### config.mk
export PLATFORM = sky130hd
export DESIGN_NAME = alu_exec
export DESIGN_NICKNAME = d
export VERILOG_FILES = /design/src/design/alu_exec_pkg.sv /design/src/design/alu_exec.sv
export VERILOG_INCLUDE_DIRS = /design/src /design/src/design
export SDC_FILE = /design/constraint.sdc
export NUM_CORES = 1
export LEC_CHECK = 0
export BUFFER_PORTS_ARGS = -buffer_cell sky130_fd_sc_hd__buf_2
export CORE_UTILIZATION = 40
export CTS_CLUSTER_DIAMETER = 80
export DETAILED_ROUTE_END_ITERATION = 10
export GPL_ROUTABILITY_DRIVEN = 0
export PLACE_DENSITY = 0.62
export SYNTH_ARGS = -nofsm -noshare
export SYNTH_HDL_FRONTEND = slang
export SYNTH_SLANG_ARGS = --single-unit
export TNS_END_PERCENT = 50
### constraint.sdc
create_clock -name i_clk_sys -period 3.75 [get_ports i_clk_sys]
set_clock_uncertainty 0.1 [all_clocks]
set_input_delay 0 -clock i_clk_sys [delete_from_list [all_inputs] [get_ports i_clk_sys]]
set_output_delay 0 -clock i_clk_sys [all_outputs]
set_load 0.1 [all_outputs]
### src/design/alu_exec_regs.svh
// Opcode patterns, field positions and reset values for the execute datapath
`ifndef ALU_EXEC_REGS_SVH
`define ALU_EXEC_REGS_SVH

// Top six opcode bits of byte and literal instructions
`define OPC_HI_MSB            13
`define OPC_HI_LSB            8
`define OPC_ADD_IMM           6'h3E
`define OPC_AND_IMM           6'h39
`define OPC_AND_REG           6'h05
`define OPC_ADD_REG           6'h07
`define OPC_SHR_SIGNED        6'h37
`define OPC_ADD_REG_CARRY     6'h3D
// Pointer add: 11 0001 0nkk kkkk, top seven bits
`define OPC_PTR_MSB           13
`define OPC_PTR_LSB           7
`define OPC_PTR_ADD           7'h62
// Bit clear: 01 00bb bfff ffff, top four bits
`define OPC_BIT_MSB           13
`define OPC_BIT_LSB           10
`define OPC_BIT_CLEAR         4'h4

// Field positions
`define FLD_DEST              7
`define FLD_ADDR_MSB          6
`define FLD_ADDR_LSB          0
`define FLD_LIT_MSB           7
`define FLD_LIT_LSB           0
`define FLD_PTR_SEL           6
`define FLD_PTR_K_MSB         5
`define FLD_PTR_K_LSB         0
`define FLD_BIT_MSB           9
`define FLD_BIT_LSB           7

// Data-memory addresses of the two indirect access ports
`define ADDR_INDIRECT_PORT0   7'h00
`define ADDR_INDIRECT_PORT1   7'h01

// Reset values
`define RST_ACCUM             8'h00
`define RST_POINTER           16'h0000
`define RST_FLAG              1'b0

`endif

### src/design/alu_exec_pkg.sv
// Types shared by the execute datapath
package alu_exec_pkg;

    typedef enum logic [0:0] {
        ST_IDLE,
        ST_STRETCH
    } exec_state_t;

    typedef enum logic [3:0] {
        OP_NONE,
        OP_POINTER_ADD_IMM,
        OP_AND_IMMEDIATE,
        OP_ADD_IMMEDIATE,
        OP_AND_REGISTER,
        OP_ADD_REGISTER,
        OP_ADD_REGISTER_CARRY,
        OP_SHIFT_RIGHT_SIGNED,
        OP_BIT_CLEAR
    } exec_op_t;

endpackage : alu_exec_pkg

### src/design/alu_exec.sv
// Execute datapath for a subset of an 8-bit core's instructions
//
// What this block does
// [RQ1] Pointer add sign-extends a 6-bit literal (-32..31) and adds it to pointer 0 or 1, flags untouched.
// [RQ2] The 16-bit pointer sum wraps modulo 65536 within 0000h..FFFFh.
// [RQ3] AND-immediate ANDs the accumulator with an 8-bit literal into the accumulator, updating only zero.
// [RQ4] Add-immediate adds an 8-bit literal to the accumulator, updating carry, half-carry and zero.
// [RQ5] AND-register ANDs the accumulator with a memory register to the d-chosen place, updating only zero.
// [RQ6] Add-register adds the accumulator and a register at a 7-bit address, updating carry, half-carry, zero.
// [RQ7] Register-source results except bit clear go to the accumulator when d is 0 and back to the register when d is 1.
// [RQ8] Add-with-carry sums accumulator, register and carry, updating carry, half-carry and zero.
// [RQ9] Signed right shift keeps bit 7, moves bits 7:1 down and bit 0 into carry, updating carry and zero.
// [RQ10] Bit clear zeroes the bit chosen by a 3-bit index in the register, leaving all flags alone.
// [RQ11] Pointer add is decoded from the pattern 11 0001 0nkk kkkk, n picking the pointer.
// [RQ12] An operand at an indirect access port whose pointer has its top bit set costs one extra cycle.
// [RQ13] For adds, carry is the carry out of bit 7 and half-carry out of bit 3; zero marks an all-zero 8-bit result.
`timescale 1ns/100ps
`include "alu_exec_regs.svh"

module alu_exec
    import alu_exec_pkg::*;
#(
    parameter int DATA_W = 8,
    parameter int PTR_W  = 16,
    parameter int ADDR_W = 7
) (
    input  wire logic              i_clk_sys,
    input  wire logic              i_sys_rst,
    input  wire logic              i_instr_valid,
    input  wire logic [13:0]       i_instr,
    input  wire logic [DATA_W-1:0] i_reg_data,
    output logic                   o_ready,
    output logic                   o_done,
    output logic [DATA_W-1:0]      o_accum,
    output logic                   o_carry,
    output logic                   o_nibble_overflow_flag,
    output logic                   o_zero,
    output logic [PTR_W-1:0]       o_indirect_pointer0,
    output logic [PTR_W-1:0]       o_indirect_pointer1,
    output logic                   o_reg_wr_en,
    output logic [ADDR_W-1:0]      o_reg_wr_addr,
    output logic [DATA_W-1:0]      o_reg_wr_data
);

    exec_state_t       state;
    logic [13:0]       held_instr;
    logic [DATA_W-1:0] held_data;

    logic [13:0]       cur_instr;
    logic [DATA_W-1:0] cur_data;
    exec_op_t          cur_op;
    exec_op_t          new_op;
    logic              execute;
    logic              needs_stretch;
    logic [ADDR_W-1:0] new_addr;

    logic [DATA_W-1:0] next_result;
    logic              next_carry;
    logic              next_nibble;
    logic              next_zero;
    logic              wr_carry;
    logic              wr_nibble;
    logic              wr_zero;
    logic              to_register;
    logic              to_accum;

    logic [DATA_W-1:0] add_a;
    logic [DATA_W-1:0] add_b;
    logic              add_cin;
    logic [DATA_W:0]   add_sum;
    logic [4:0]        add_low;

    logic [PTR_W-1:0]  ptr_sum;
    logic [PTR_W-1:0]  ptr_k_ext;
    logic [5:0]        ptr_k;

    // Pointer add and bit clear are matched first; their short prefixes must win over the six-bit table
    function automatic exec_op_t decode(input logic [13:0] ins);
        exec_op_t op;
        op = OP_NONE;
        if (ins[`OPC_PTR_MSB:`OPC_PTR_LSB] == `OPC_PTR_ADD) begin
            op = OP_POINTER_ADD_IMM; // [RQ11]
        end else if (ins[`OPC_BIT_MSB:`OPC_BIT_LSB] == `OPC_BIT_CLEAR) begin
            op = OP_BIT_CLEAR;
        end else begin
            case (ins[`OPC_HI_MSB:`OPC_HI_LSB])
                `OPC_ADD_IMM:       op = OP_ADD_IMMEDIATE;
                `OPC_AND_IMM:       op = OP_AND_IMMEDIATE;
                `OPC_AND_REG:       op = OP_AND_REGISTER;
                `OPC_ADD_REG:       op = OP_ADD_REGISTER;
                `OPC_SHR_SIGNED:    op = OP_SHIFT_RIGHT_SIGNED;
                `OPC_ADD_REG_CARRY: op = OP_ADD_REGISTER_CARRY;
                default:            op = OP_NONE;
            endcase
        end
        return op;
    endfunction : decode

    // Only operations that fetch a data-memory operand can land on an indirect port
    function automatic logic reads_register(input exec_op_t op);
        return (op == OP_AND_REGISTER) || (op == OP_ADD_REGISTER) || (op == OP_ADD_REGISTER_CARRY) ||
               (op == OP_SHIFT_RIGHT_SIGNED) || (op == OP_BIT_CLEAR);
    endfunction : reads_register

    // Stretch check on the incoming word
    always_comb begin
        new_op        = decode(i_instr);
        new_addr      = i_instr[`FLD_ADDR_MSB:`FLD_ADDR_LSB];
        needs_stretch = 1'b0;
        if (reads_register(new_op)) begin
            if (new_addr == `ADDR_INDIRECT_PORT0 && o_indirect_pointer0[PTR_W-1]) begin
                needs_stretch = 1'b1; // [RQ12]
            end
            if (new_addr == `ADDR_INDIRECT_PORT1 && o_indirect_pointer1[PTR_W-1]) begin
                needs_stretch = 1'b1; // [RQ12]
            end
        end
    end

    // The decoder must keep the word and operand only for the taking cycle; a stretched one is held here
    assign o_ready   = (state == ST_IDLE);
    assign execute   = (state == ST_STRETCH) || (i_instr_valid && !needs_stretch);
    assign cur_instr = (state == ST_STRETCH) ? held_instr : i_instr;
    assign cur_data  = (state == ST_STRETCH) ? held_data : i_reg_data;
    assign cur_op    = decode(cur_instr);

    // A stretched word spends one cycle here, then executes from the held copy
    always_ff @(posedge i_clk_sys or posedge i_sys_rst) begin
        if (i_sys_rst) begin
            state <= ST_IDLE;
        end else begin
            case (state)
                ST_IDLE: begin
                    if (i_instr_valid && needs_stretch) begin
                        state <= ST_STRETCH; // [RQ12]
                    end
                end
                ST_STRETCH: state <= ST_IDLE;
                default:    state <= ST_IDLE;
            endcase
        end
    end

    // Captured on every offered word so the stretch cycle never relies on the decoder holding its bus
    always_ff @(posedge i_clk_sys or posedge i_sys_rst) begin
        if (i_sys_rst) begin
            held_instr <= '0;
            held_data  <= '0;
        end else if (state == ST_IDLE && i_instr_valid) begin
            held_instr <= i_instr;
            held_data  <= i_reg_data;
        end
    end

    // One shared adder serves all three add forms
    always_comb begin
        add_a   = o_accum;
        add_b   = cur_data;
        add_cin = 1'b0;
        if (cur_op == OP_ADD_IMMEDIATE) begin
            add_b = cur_instr[`FLD_LIT_MSB:`FLD_LIT_LSB];
        end
        if (cur_op == OP_ADD_REGISTER_CARRY) begin
            add_cin = o_carry; // [RQ8]
        end
        add_sum = {1'b0, add_a} + {1'b0, add_b} + {{DATA_W{1'b0}}, add_cin};
        add_low = {1'b0, add_a[3:0]} + {1'b0, add_b[3:0]} + {4'h0, add_cin};
    end

    // Wraps naturally because the sum is cut to the pointer width
    always_comb begin
        ptr_k     = cur_instr[`FLD_PTR_K_MSB:`FLD_PTR_K_LSB];
        ptr_k_ext = {{(PTR_W-6){ptr_k[5]}}, ptr_k}; // [RQ1]
        if (cur_instr[`FLD_PTR_SEL]) begin
            ptr_sum = o_indirect_pointer1 + ptr_k_ext; // [RQ2]
        end else begin
            ptr_sum = o_indirect_pointer0 + ptr_k_ext; // [RQ2]
        end
    end

    // Flag values are formed for every operation but written only where the operation owns them
    always_comb begin
        next_result = '0;
        next_carry  = add_sum[DATA_W]; // [RQ13]
        next_nibble = add_low[4]; // [RQ13]
        wr_carry    = 1'b0;
        wr_nibble   = 1'b0;
        wr_zero     = 1'b0;
        to_register = 1'b0;
        to_accum    = 1'b0;
        case (cur_op)
            OP_AND_IMMEDIATE: begin
                next_result = o_accum & cur_instr[`FLD_LIT_MSB:`FLD_LIT_LSB]; // [RQ3]
                wr_zero     = 1'b1;
                to_accum    = 1'b1;
            end
            OP_ADD_IMMEDIATE: begin
                next_result = add_sum[DATA_W-1:0]; // [RQ4]
                wr_carry    = 1'b1;
                wr_nibble   = 1'b1;
                wr_zero     = 1'b1;
                to_accum    = 1'b1;
            end
            OP_AND_REGISTER: begin
                next_result = o_accum & cur_data; // [RQ5]
                wr_zero     = 1'b1;
            end
            OP_ADD_REGISTER, OP_ADD_REGISTER_CARRY: begin
                next_result = add_sum[DATA_W-1:0]; // [RQ6] [RQ8]
                wr_carry    = 1'b1;
                wr_nibble   = 1'b1;
                wr_zero     = 1'b1;
            end
            OP_SHIFT_RIGHT_SIGNED: begin
                next_result = {cur_data[DATA_W-1], cur_data[DATA_W-1:1]}; // [RQ9]
                next_carry  = cur_data[0]; // [RQ9]
                wr_carry    = 1'b1;
                wr_zero     = 1'b1;
            end
            OP_BIT_CLEAR: begin
                next_result = cur_data & ~(DATA_W'(1) << cur_instr[`FLD_BIT_MSB:`FLD_BIT_LSB]); // [RQ10]
                to_register = 1'b1;
            end
            default: begin
                next_result = '0;
            end
        endcase
        if (cur_op == OP_AND_REGISTER || cur_op == OP_ADD_REGISTER ||
            cur_op == OP_ADD_REGISTER_CARRY || cur_op == OP_SHIFT_RIGHT_SIGNED) begin
            to_register = cur_instr[`FLD_DEST]; // [RQ7]
            to_accum    = !cur_instr[`FLD_DEST]; // [RQ7]
        end
        next_zero = (next_result == '0); // [RQ13]
    end

    // Register-source results with the destination bit set leave the accumulator alone
    always_ff @(posedge i_clk_sys or posedge i_sys_rst) begin
        if (i_sys_rst) begin
            o_accum <= `RST_ACCUM;
        end else if (execute && to_accum) begin
            o_accum <= next_result;
        end
    end

    // Flags are written only by the operations that own them
    always_ff @(posedge i_clk_sys or posedge i_sys_rst) begin
        if (i_sys_rst) begin
            o_carry                <= `RST_FLAG;
            o_nibble_overflow_flag <= `RST_FLAG;
            o_zero                 <= `RST_FLAG;
        end else if (execute) begin
            if (wr_carry) begin
                o_carry <= next_carry;
            end
            if (wr_nibble) begin
                o_nibble_overflow_flag <= next_nibble;
            end
            if (wr_zero) begin
                o_zero <= next_zero;
            end
        end
    end

    // Pointer add never touches the flags or the accumulator
    always_ff @(posedge i_clk_sys or posedge i_sys_rst) begin
        if (i_sys_rst) begin
            o_indirect_pointer0 <= `RST_POINTER;
            o_indirect_pointer1 <= `RST_POINTER;
        end else if (execute && cur_op == OP_POINTER_ADD_IMM) begin
            if (cur_instr[`FLD_PTR_SEL]) begin
                o_indirect_pointer1 <= ptr_sum; // [RQ1]
            end else begin
                o_indirect_pointer0 <= ptr_sum; // [RQ1]
            end
        end
    end

    // Write-back port: a one-cycle strobe with address and data held until the next write
    always_ff @(posedge i_clk_sys or posedge i_sys_rst) begin
        if (i_sys_rst) begin
            o_reg_wr_en   <= 1'b0;
            o_reg_wr_addr <= '0;
            o_reg_wr_data <= '0;
        end else begin
            o_reg_wr_en <= execute && to_register;
            if (execute && to_register) begin
                o_reg_wr_addr <= cur_instr[`FLD_ADDR_MSB:`FLD_ADDR_LSB];
                o_reg_wr_data <= next_result;
            end
        end
    end

    // Unknown words pulse done as well, so the decoder never waits on a no-op
    always_ff @(posedge i_clk_sys or posedge i_sys_rst) begin
        if (i_sys_rst) begin
            o_done <= 1'b0;
        end else begin
            o_done <= execute;
        end
    end

endmodule : alu_exec

==> flow_metrics.tcl, run 1 <==
set metrics [dict create \
    die_area_mm2 0.0144 \
    worstPathCellList "buf_12, mux2_2, buf_4, nand2_1, nand2_1, ha_1, nand3_1, o211ai_1, o2111a_1, or3_1, nand3_1, or4_1, nand4b_1" \
    avgSynthCellArea_um2 9.68 \
    fin_nets 755 \
    clockBufferDepth 2 \
    setup_viol 0 \
    cp-end-kind "flop" \
    required_ns 3.93 \
    r2r_start "state" \
    critPathArrivalTime_ns 3.74 \
    min_from "i_instr[8]" \
    pwr-share-clk_pct 25.8 \
    die_h_um 120 \
    synth_top_cell_by_area "dfrtp_1" \
    swShare_pct 46.5 \
    clk_latency_ns 0.35 \
    fp.dieW_um 120 \
    p_leak_uw 0.00315 \
    wl_per_cell_um 18.7 \
    syn_nets 628 \
    outcome "completed" \
    synthTopCellsByArea "dfrtp_1 37%, mux2_2 11%, nand2_1 5.6%" \
    dr.pass1.iters 5 \
    slew_viol_final 0 \
    yosys-top-cells-count "83 x dfrtp_1, 83 x nand2_1, 53 x mux2_2" \
    ant_nets 0 \
    cpMaxStageDelayCell "or4_1" \
    routed_via_density 5.84 \
    path_delay_family "simple AND/OR/NAND/NOR gates" \
    relSlewSlack_pct 32.8 \
    routed_wl_um 16600 \
    cts_tree "built" \
    syn2layout_area_growth_pct 23.5 \
    synth-seq-cells 83 \
    start_util_pct 41.5 \
    rows 42 \
    grt.total_usage_pct 23.7 \
    syn_area_mm2 0.00559 \
    diodes 0 \
    worstMarginPinSlew_ns 1.01 \
    path_clk_slew_ns 0.07 \
    cts.sinks 83 \
    cap_violations 0 \
    start_kind "flop" \
    critPathMaxStageDelay_ns 0.53 \
    synthCells 577 \
    grt_overflow 0 \
    ys_seq_area_share_pct 37.2 \
    antenna_found_initial 0 \
    cp_num_buf_inv 2 \
    hold_viol 0 \
    fin_crit_ns 3.56 \
    vias 5171 \
    drive_gt1_share_pct 29.1 \
    dr.first_iter.drc_count 404 \
    crit_fanout 19 \
    tns_ns 0 \
    synth_ff_type "dfrtp_1" \
    core-area_mm2 0.0135 \
    place_hpwl_um 12200 \
    fin_crit_sh_pct 95.0 \
    root_buffer "clkbuf_16" \
    synth_edf_count 0 \
    grt_pass1_wl_um 26400 \
    p_comb_share_pct 42.2 \
    vdd_drop_max_uv 259 \
    synth_top_area_share_pct 37.2 \
    synth.distinct_cells 81 \
    grt_pass1_vias 4968 \
    hold_path.class "in2reg" \
    final_util_pct 51.3 \
    p_int_uw 1880 \
    numPortBuffers 85 \
    p_seq_share_pct 32.0 \
    switchingPower_uw 1640 \
    critPathKind "reg2reg" \
    route.detailed.drc 0 \
    ys_warn_count 0 \
    synthArstFlopShare_pct 100 \
    power_density_mw_per_mm2 510 \
    ios 86 \
    crit_path_start "state" \
    cts_buffers 9 \
    grt_max_degree 58 \
    fmax_ghz 0.281 \
    htreeDepth 3 \
]
cell families after synthesis:
group,after synthesis,share of synthesized area (%)
simple gates,194,17.4
compound gates,131,16.5
flops,83,37.2
mux,79,15.6
buf+inv,47,4.46
fa+ha+maj,26,6.23
xor+xnor,17,2.67
through the flow:
step	hold slack, ns	total power [uW]	std cells	instance area (um2)	setup slack, ns
6_report	0.0230	3520	885	6900	0.188
5_1_grt	0.0359	3670	885	6900	-0.00647
4_1_cts	0.00801	3520	881	6830	0.0981
3_5_place_dp	0.154	2590	841	6290	0.110
3_3_place_gp	0.149	2570	841	6290	0.181
2_1_floorplan	0.0364	2300	577	5590	0.0120
final cells by class:
| type | instances | area, um2 |
|---|---|---|
| clock buffer | 9 | 225 |
| inverter | 25 | 95.1 |
| multi-input combinational | 447 | 3290 |
| fill | 1294 | 6550 |
| timing repair buffer | 138 | 913 |
| sequential | 83 | 2080 |
| clock inverter | 7 | 73.8 |
| tap | 176 | 220 |
metal layers:
| metal | global-route usage [%] | up-vias | wire [um] |
|---|---|---|---|
| met3 | 4.48 | 35 | 1160 |
| li1 | - | 2382 | - |
| met2 | 35.9 | 235 | 7580 |
| met1 | 33.2 | 2519 | 7410 |
| met5 | 0 | - | 0 |
| met4 | 9.30 | 0 | 426 |
worst paths after layout:
check | cells after the start | slack [ns] | end
max | 13 | 0.19 | o_indirect_pointer0[15]
min | 2 | 0.02 | held_instr[8]
min in group asynchronous | 3 | 0.30 | held_instr[12]
max reg2reg | 13 | 0.19 | o_indirect_pointer0[15]
min reg2reg | 2 | 0.39 | o_zero
max in group asynchronous | 4 | 2.34 | o_indirect_pointer0[2]
registers in the layout (all words and copies together) (netlist names):
register and cells:
held_instr 14, o_zero 1, o_carry 1, o_indirect_pointer0 16, state 1, o_done 1, o_reg_wr_data 8, o_reg_wr_en 1
o_reg_wr_addr 7, held_data 8, o_nibble_overflow_flag 1, o_indirect_pointer1 16, o_accum 8
cell usage in the layout, fill, tap and decap left out, types with 7 or more instances in the layout:
cell           instances
nand2_1               83
mux2_2                53
xnor2_1               10
buf_2                 85
nand3b_1               8
buf_4                 27
nor2_1                30
dlygate4sd3_1         24
o21ai_0               22
clkbuf_16             10
a22oi_1                8
a21oi_1               32
ha_1                  23
mux2i_1               23
dfrtp_1               82
nand3_1               11
nor3_1                10
inv_1                 24
xor2_1                 7
timing repair:
item / in CTS / in global routing
buffers inserted: 0 / 3
hold buffers: 24 / 0
setup endpoints to repair: 0 / 9
gates resized for setup: 0 / 8
hold endpoints to repair: 78 / 0
power by group through the flow:
stage          Clock [uW]  Sequential, uW  Combinational (uW)
2_1_floorplan           0            1860                 436
3_3_place_gp            0            1140                1430
3_5_place_dp            0            1140                1450
4_1_cts               922            1130                1470
5_1_grt               959            1140                1560
6_report              907            1130                1490
Note: power is estimated with default switching activity, not from simulation.
==> inputs of run 2 (changes only) <==
==> constraint.sdc (replaced) <==
create_clock -name i_clk_sys -period 3.75 [get_ports i_clk_sys]
set_clock_uncertainty 0.1 [all_clocks]
set_input_delay 0.75 -clock i_clk_sys [delete_from_list [all_inputs] [get_ports i_clk_sys]]
set_output_delay 0.75 -clock i_clk_sys [all_outputs]
set_load 0.1 [all_outputs]
==> flow_metrics.tcl, run 2 (same netlist as run 1, synthesis figures left out) <==
set metrics [dict create \
    outcome "completed" \
    p_leak_uw 0.00315 \
    critPathKind "reg2reg" \
    cp-end-kind "flop" \
    die_h_um 120 \
    holdBufCountCts 0 \
    place_hpwl_um 12000 \
    die_area_mm2 0.0144 \
    fin_crit_ns 3.52 \
    dr.first_iter.drc_count 326 \
    cts_tree "built" \
    final_common_cell "buf_2" \
    antenna_found_initial 0 \
    path_clk_slew_ns 0.06 \
    relSlewSlack_pct 55.8 \
    routed_wl_um 15800 \
    cp_num_buf_inv 2 \
    worstPathCellList "buf_4, buf_4, mux2_2, ha_1, fa_1, a21o_1, a21oi_2, o21ai_0, a2111oi_1, nor3_1, xor2_1, mux2_2" \
    diodes 0 \
    fp.dieW_um 120 \
    wl_per_cell_um 17.9 \
    route.detailed.drc 0 \
    grt_max_degree 30 \
    drive_gt1_share_pct 32.8 \
    required_ns 3.89 \
    worstMarginPinSlew_ns 0.663 \
    cts.sinks 83 \
    fin_crit_sh_pct 93.9 \
    syn2layout_area_growth_pct 21.9 \
    dp_slack_ns -0.0402 \
    htreeDepth 3 \
    grt_pass1_wl_um 25700 \
    hold_path.class "in2async" \
    slew_viol_final 0 \
    power_density_mw_per_mm2 506 \
    clk_latency_ns 0.35 \
    rows 42 \
    final_util_pct 50.6 \
    grt.total_usage_pct 22.9 \
    root_buffer "clkbuf_16" \
    vdd_drop_max_uv 254 \
    routed_via_density 5.77 \
    crit_fanout 10 \
    dr.pass1.iters 7 \
    fill_cells 1284 \
    fin_nets 753 \
    mostFrequentLayoutCells "85 x buf_2, 82 x nand2_1, 82 x dfrtp_1" \
    vias 5096 \
    critPathMaxStageDelay_ns 0.54 \
    grt_setup_unrepaired "no" \
    clockBufferDepth 2 \
    grt_overflow 0 \
    fmax_ghz 0.284 \
    multi_input_comb_area_mm2 0.00332 \
    dp_cells 862 \
    start_kind "flop" \
    path_delay_family "compound AO/OA/AOI/OAI gates" \
    cpMaxStageDelayCell "dfrtp_4" \
    reg2reg_depth 12 \
    cts_buffers 9 \
    core-area_mm2 0.0135 \
    ios 86 \
    cap_violations 0 \
    hold_viol 0 \
    fin_cells 883 \
    setup_viol 0 \
    setup_slack_ns 0.227 \
    start_util_pct 41.5 \
    whs_ns 0.317 \
    reg.largest.list "o_indirect_pointer0 (16), o_indirect_pointer1 (16), held_instr (14)" \
    ant_nets 0 \
    power_uw 3440 \
    numPortBuffers 85 \
    critPathArrivalTime_ns 3.66 \
    critical_path_depth 12 \
    grt_pass1_vias 4930 \
    final-seq-area_mm2 0.00208 \
]
==> run 2: final timing paths <==
check / startpoint / slack [ns] / end
max in group asynchronous: i_sys_rst / 2.46 / o_reg_wr_addr[6]
hold reg to reg: held_instr[0] / 0.40 / held_instr[0]
setup / recovery: state / 0.23 / o_indirect_pointer1[12]
min in group i_clk_sys: held_instr[0] / 0.40 / held_instr[0]
hold / removal: i_sys_rst / 0.32 / held_data[0]
setup reg to reg: state / 0.23 / o_indirect_pointer1[12]
==> run 2: cell type report <==
| type | instances | share of cell area [%] |
|---|---|---|
| Multi-Input combinational cell | 447 | 48.7 |
| Sequential cell | 83 | 30.6 |
| Timing Repair Buffer | 136 | 12.0 |
| Clock buffer | 10 | 3.51 |
| Tap cell | 176 | 3.23 |
| Inverter | 25 | 1.40 |
| Clock inverter | 6 | 0.588 |
==> run 2: per-stage QoR <==
| step | TNS, ns | instance area, um2 |
|---|---|---|
| floorplan | 0 | 5610 |
| global route | 0 | 6810 |
| finish | 0 | 6810 |
| detailed placement | -0.0402 | 6450 |
| CTS | 0 | 6730 |
| global placement | 0 | 6450 |
==> run 2: report_power, final <==
part	switching, uW	internal [uW]
registers	106	1020
logic	1130	342
clock network	376	466
total	1620	1830
==> run 2: worst register-to-register path, delay by kind of cell (launching register included) <==
kind	cells	cell delay, ns
simple gates	1	0.12
buf+inv	2	0.30
fa+ha+maj	2	0.67
compound gates	4	0.93
mux	2	0.62
flops	1	0.54
xor+xnor	1	0.17
==> run 2: per-layer routing <==
metal,global-route usage [%],vias up,wire (um)
li1,-,2382,-
met1,32.6,2496,7580
met2,33.9,191,6990
met3,4.86,27,895
met4,8.91,0,334
met5,0,-,0
==> run 2: timing repair <==
action                                 in CTS  in global routing
resized for setup                           0                  7
setup endpoints to repair                   0                 11
endpoints found under the hold margin       0                  0
buffers inserted                            0                  5
==> inputs of run 3 (changes only) <==
Settings changed: RECOVER_POWER set to 100.
==> flow_metrics.tcl, run 3 (same netlist as run 1, synthesis figures left out) <==
set metrics [dict create \
    power_density_mw_per_mm2 507 \
    cts_buffers 9 \
    cts.sinks 83 \
    fmax_ghz 0.281 \
    fin_crit_sh_pct 94.8 \
    rows 42 \
    grt.total_usage_pct 22.9 \
    cts_tree "built" \
    die_h_um 120 \
    cp_num_buf_inv 2 \
    clockBufferDepth 2 \
    critPathMaxStageDelay_ns 0.54 \
    hold_viol 0 \
    placed_area_mm2 0.00645 \
    relSlewSlack_pct -5.67 \
    routed_wl_um 15700 \
    crit_top_cell "mux2_2" \
    start_kind "flop" \
    design_area_mm2 0.00678 \
    route.detailed.drc 0 \
    holdBufCountCts 0 \
    mostFrequentLayoutCells "84 x buf_2, 82 x nand2_1, 82 x dfrtp_1" \
    grt_overflow 0 \
    ant_nets 0 \
    core-area_mm2 0.0135 \
    grt_setup_unrepaired "no" \
    cpMaxStageDelayCell "dfrtp_4" \
    fp.dieW_um 120 \
    final_common_cell "buf_2" \
    syn2layout_area_growth_pct 21.4 \
    routed_via_density 5.75 \
    drive_gt1_share_pct 31.8 \
    final_util_pct 50.4 \
    die_area_mm2 0.0144 \
    vdd_drop_max_uv 254 \
    worstMarginPinSlew_ns 1.58 \
    place_hpwl_um 12000 \
    cap_violations 2 \
    diodes 0 \
    dr.first_iter.drc_count 371 \
    ios 86 \
    wl_per_cell_um 17.8 \
    reg.largest.list "o_indirect_pointer0 (16), o_indirect_pointer1 (16), held_instr (14)" \
    cp-end-kind "flop" \
    required_ns 3.89 \
    antenna_found_initial 0 \
    critPathKind "reg2reg" \
    grt_pass1_vias 4930 \
    grt_max_degree 30 \
    fin_nets 753 \
    critPathArrivalTime_ns 3.70 \
    violations "capacitance limit, slew limit" \
    crit_fanout 10 \
    fin_crit_ns 3.56 \
    hold_path.class "reg2reg" \
    outcome "finished, violations left" \
    p_leak_uw 0.00312 \
    setup_viol 0 \
    dr.pass1.iters 9 \
    root_buffer "clkbuf_16" \
    numPortBuffers 85 \
    path_delay_family "compound AO/OA/AOI/OAI gates" \
    htreeDepth 3 \
    path_clk_slew_ns 0.06 \
    start_util_pct 41.5 \
    vias 5077 \
    slew_viol_final 59 \
    grt_pass1_wl_um 25700 \
    clk_latency_ns 0.35 \
    worstPathCellList "buf_4, clkbuf_4, mux2_2, ha_1, fa_1, a21o_1, a21oi_2, o21ai_0, a2111oi_1, nor3_1, xor2_1, mux2_2" \
]
==> run 3: per-layer routing <==
| layer | share of wire (%) | vias up | GRT usage [%] |
|---|---|---|---|
| met1 | 48 | 2464 | 32.6 |
| met3 | 6.0 | 28 | 4.86 |
| met2 | 44 | 204 | 33.9 |
| met5 | 0 | - | 0 |
| li1 | - | 2381 | - |
| met4 | 2.2 | 0 | 8.91 |
==> run 3: final timing paths <==
path	startpoint	end	slack [ns]	cells past startpoint
min	held_instr[0]	held_instr[0]	0.40	1
min in group asynchronous	i_sys_rst	held_data[7]	0.57	2
max in group asynchronous	i_sys_rst	o_reg_wr_addr[6]	0.99	3
max	state	o_indirect_pointer1[12]	0.19	12
max reg2reg	state	o_indirect_pointer1[12]	0.19	12
min reg2reg	held_instr[0]	held_instr[0]	0.40	1
==> run 3: where the power goes <==
group / leakage (uW) / switching [uW] / internal [uW]
combinational: 0.00195 / 1130 / 339
clock: 0.000139 / 376 / 466
sequential: 0.00103 / 105 / 1020
==> run 3: what timing repair did <==
| item | in CTS | in global routing |
|---|---|---|
| resized for setup | 0 | 7 |
| setup endpoints to repair | 0 | 11 |
| setup buffers | 0 | 5 |
==> run 3: worst reg2reg max path, stage by stage (launching register included) <==
cell       delay [ns]
dfrtp_4          0.54
buf_4            0.17
clkbuf_4         0.13
mux2_2           0.35
ha_1             0.26
fa_1             0.41
a21o_1           0.21
a21oi_2          0.14
o21ai_0          0.11
a2111oi_1        0.48
nor3_1           0.12
xor2_1           0.17
mux2_2           0.27
==> run 3: area by class of cell <==
class	count	area (um2)
clock buffers	10	239
well taps	176	220
clock inverters	6	40.0
multi-input cells	447	3320
repair buffers	136	791
flip-flops and latches	83	2080
inverters	25	95.1
fillers	1294	6670
==> run 3: metrics by stage <==
step,hold slack [ns],total power (uW),cells,setup TNS [ns],setup slack [ns]
final,0.405,3440,883,0,0.194
after global placement,0.363,2580,862,0,0.0311
after CTS,0.324,3460,878,0,0.107
after detailed placement,0.366,2600,862,-0.0402,-0.0402
after floorplan,0.375,2310,577,0,0.0120
after global routing,0.428,3600,883,0,0.00686
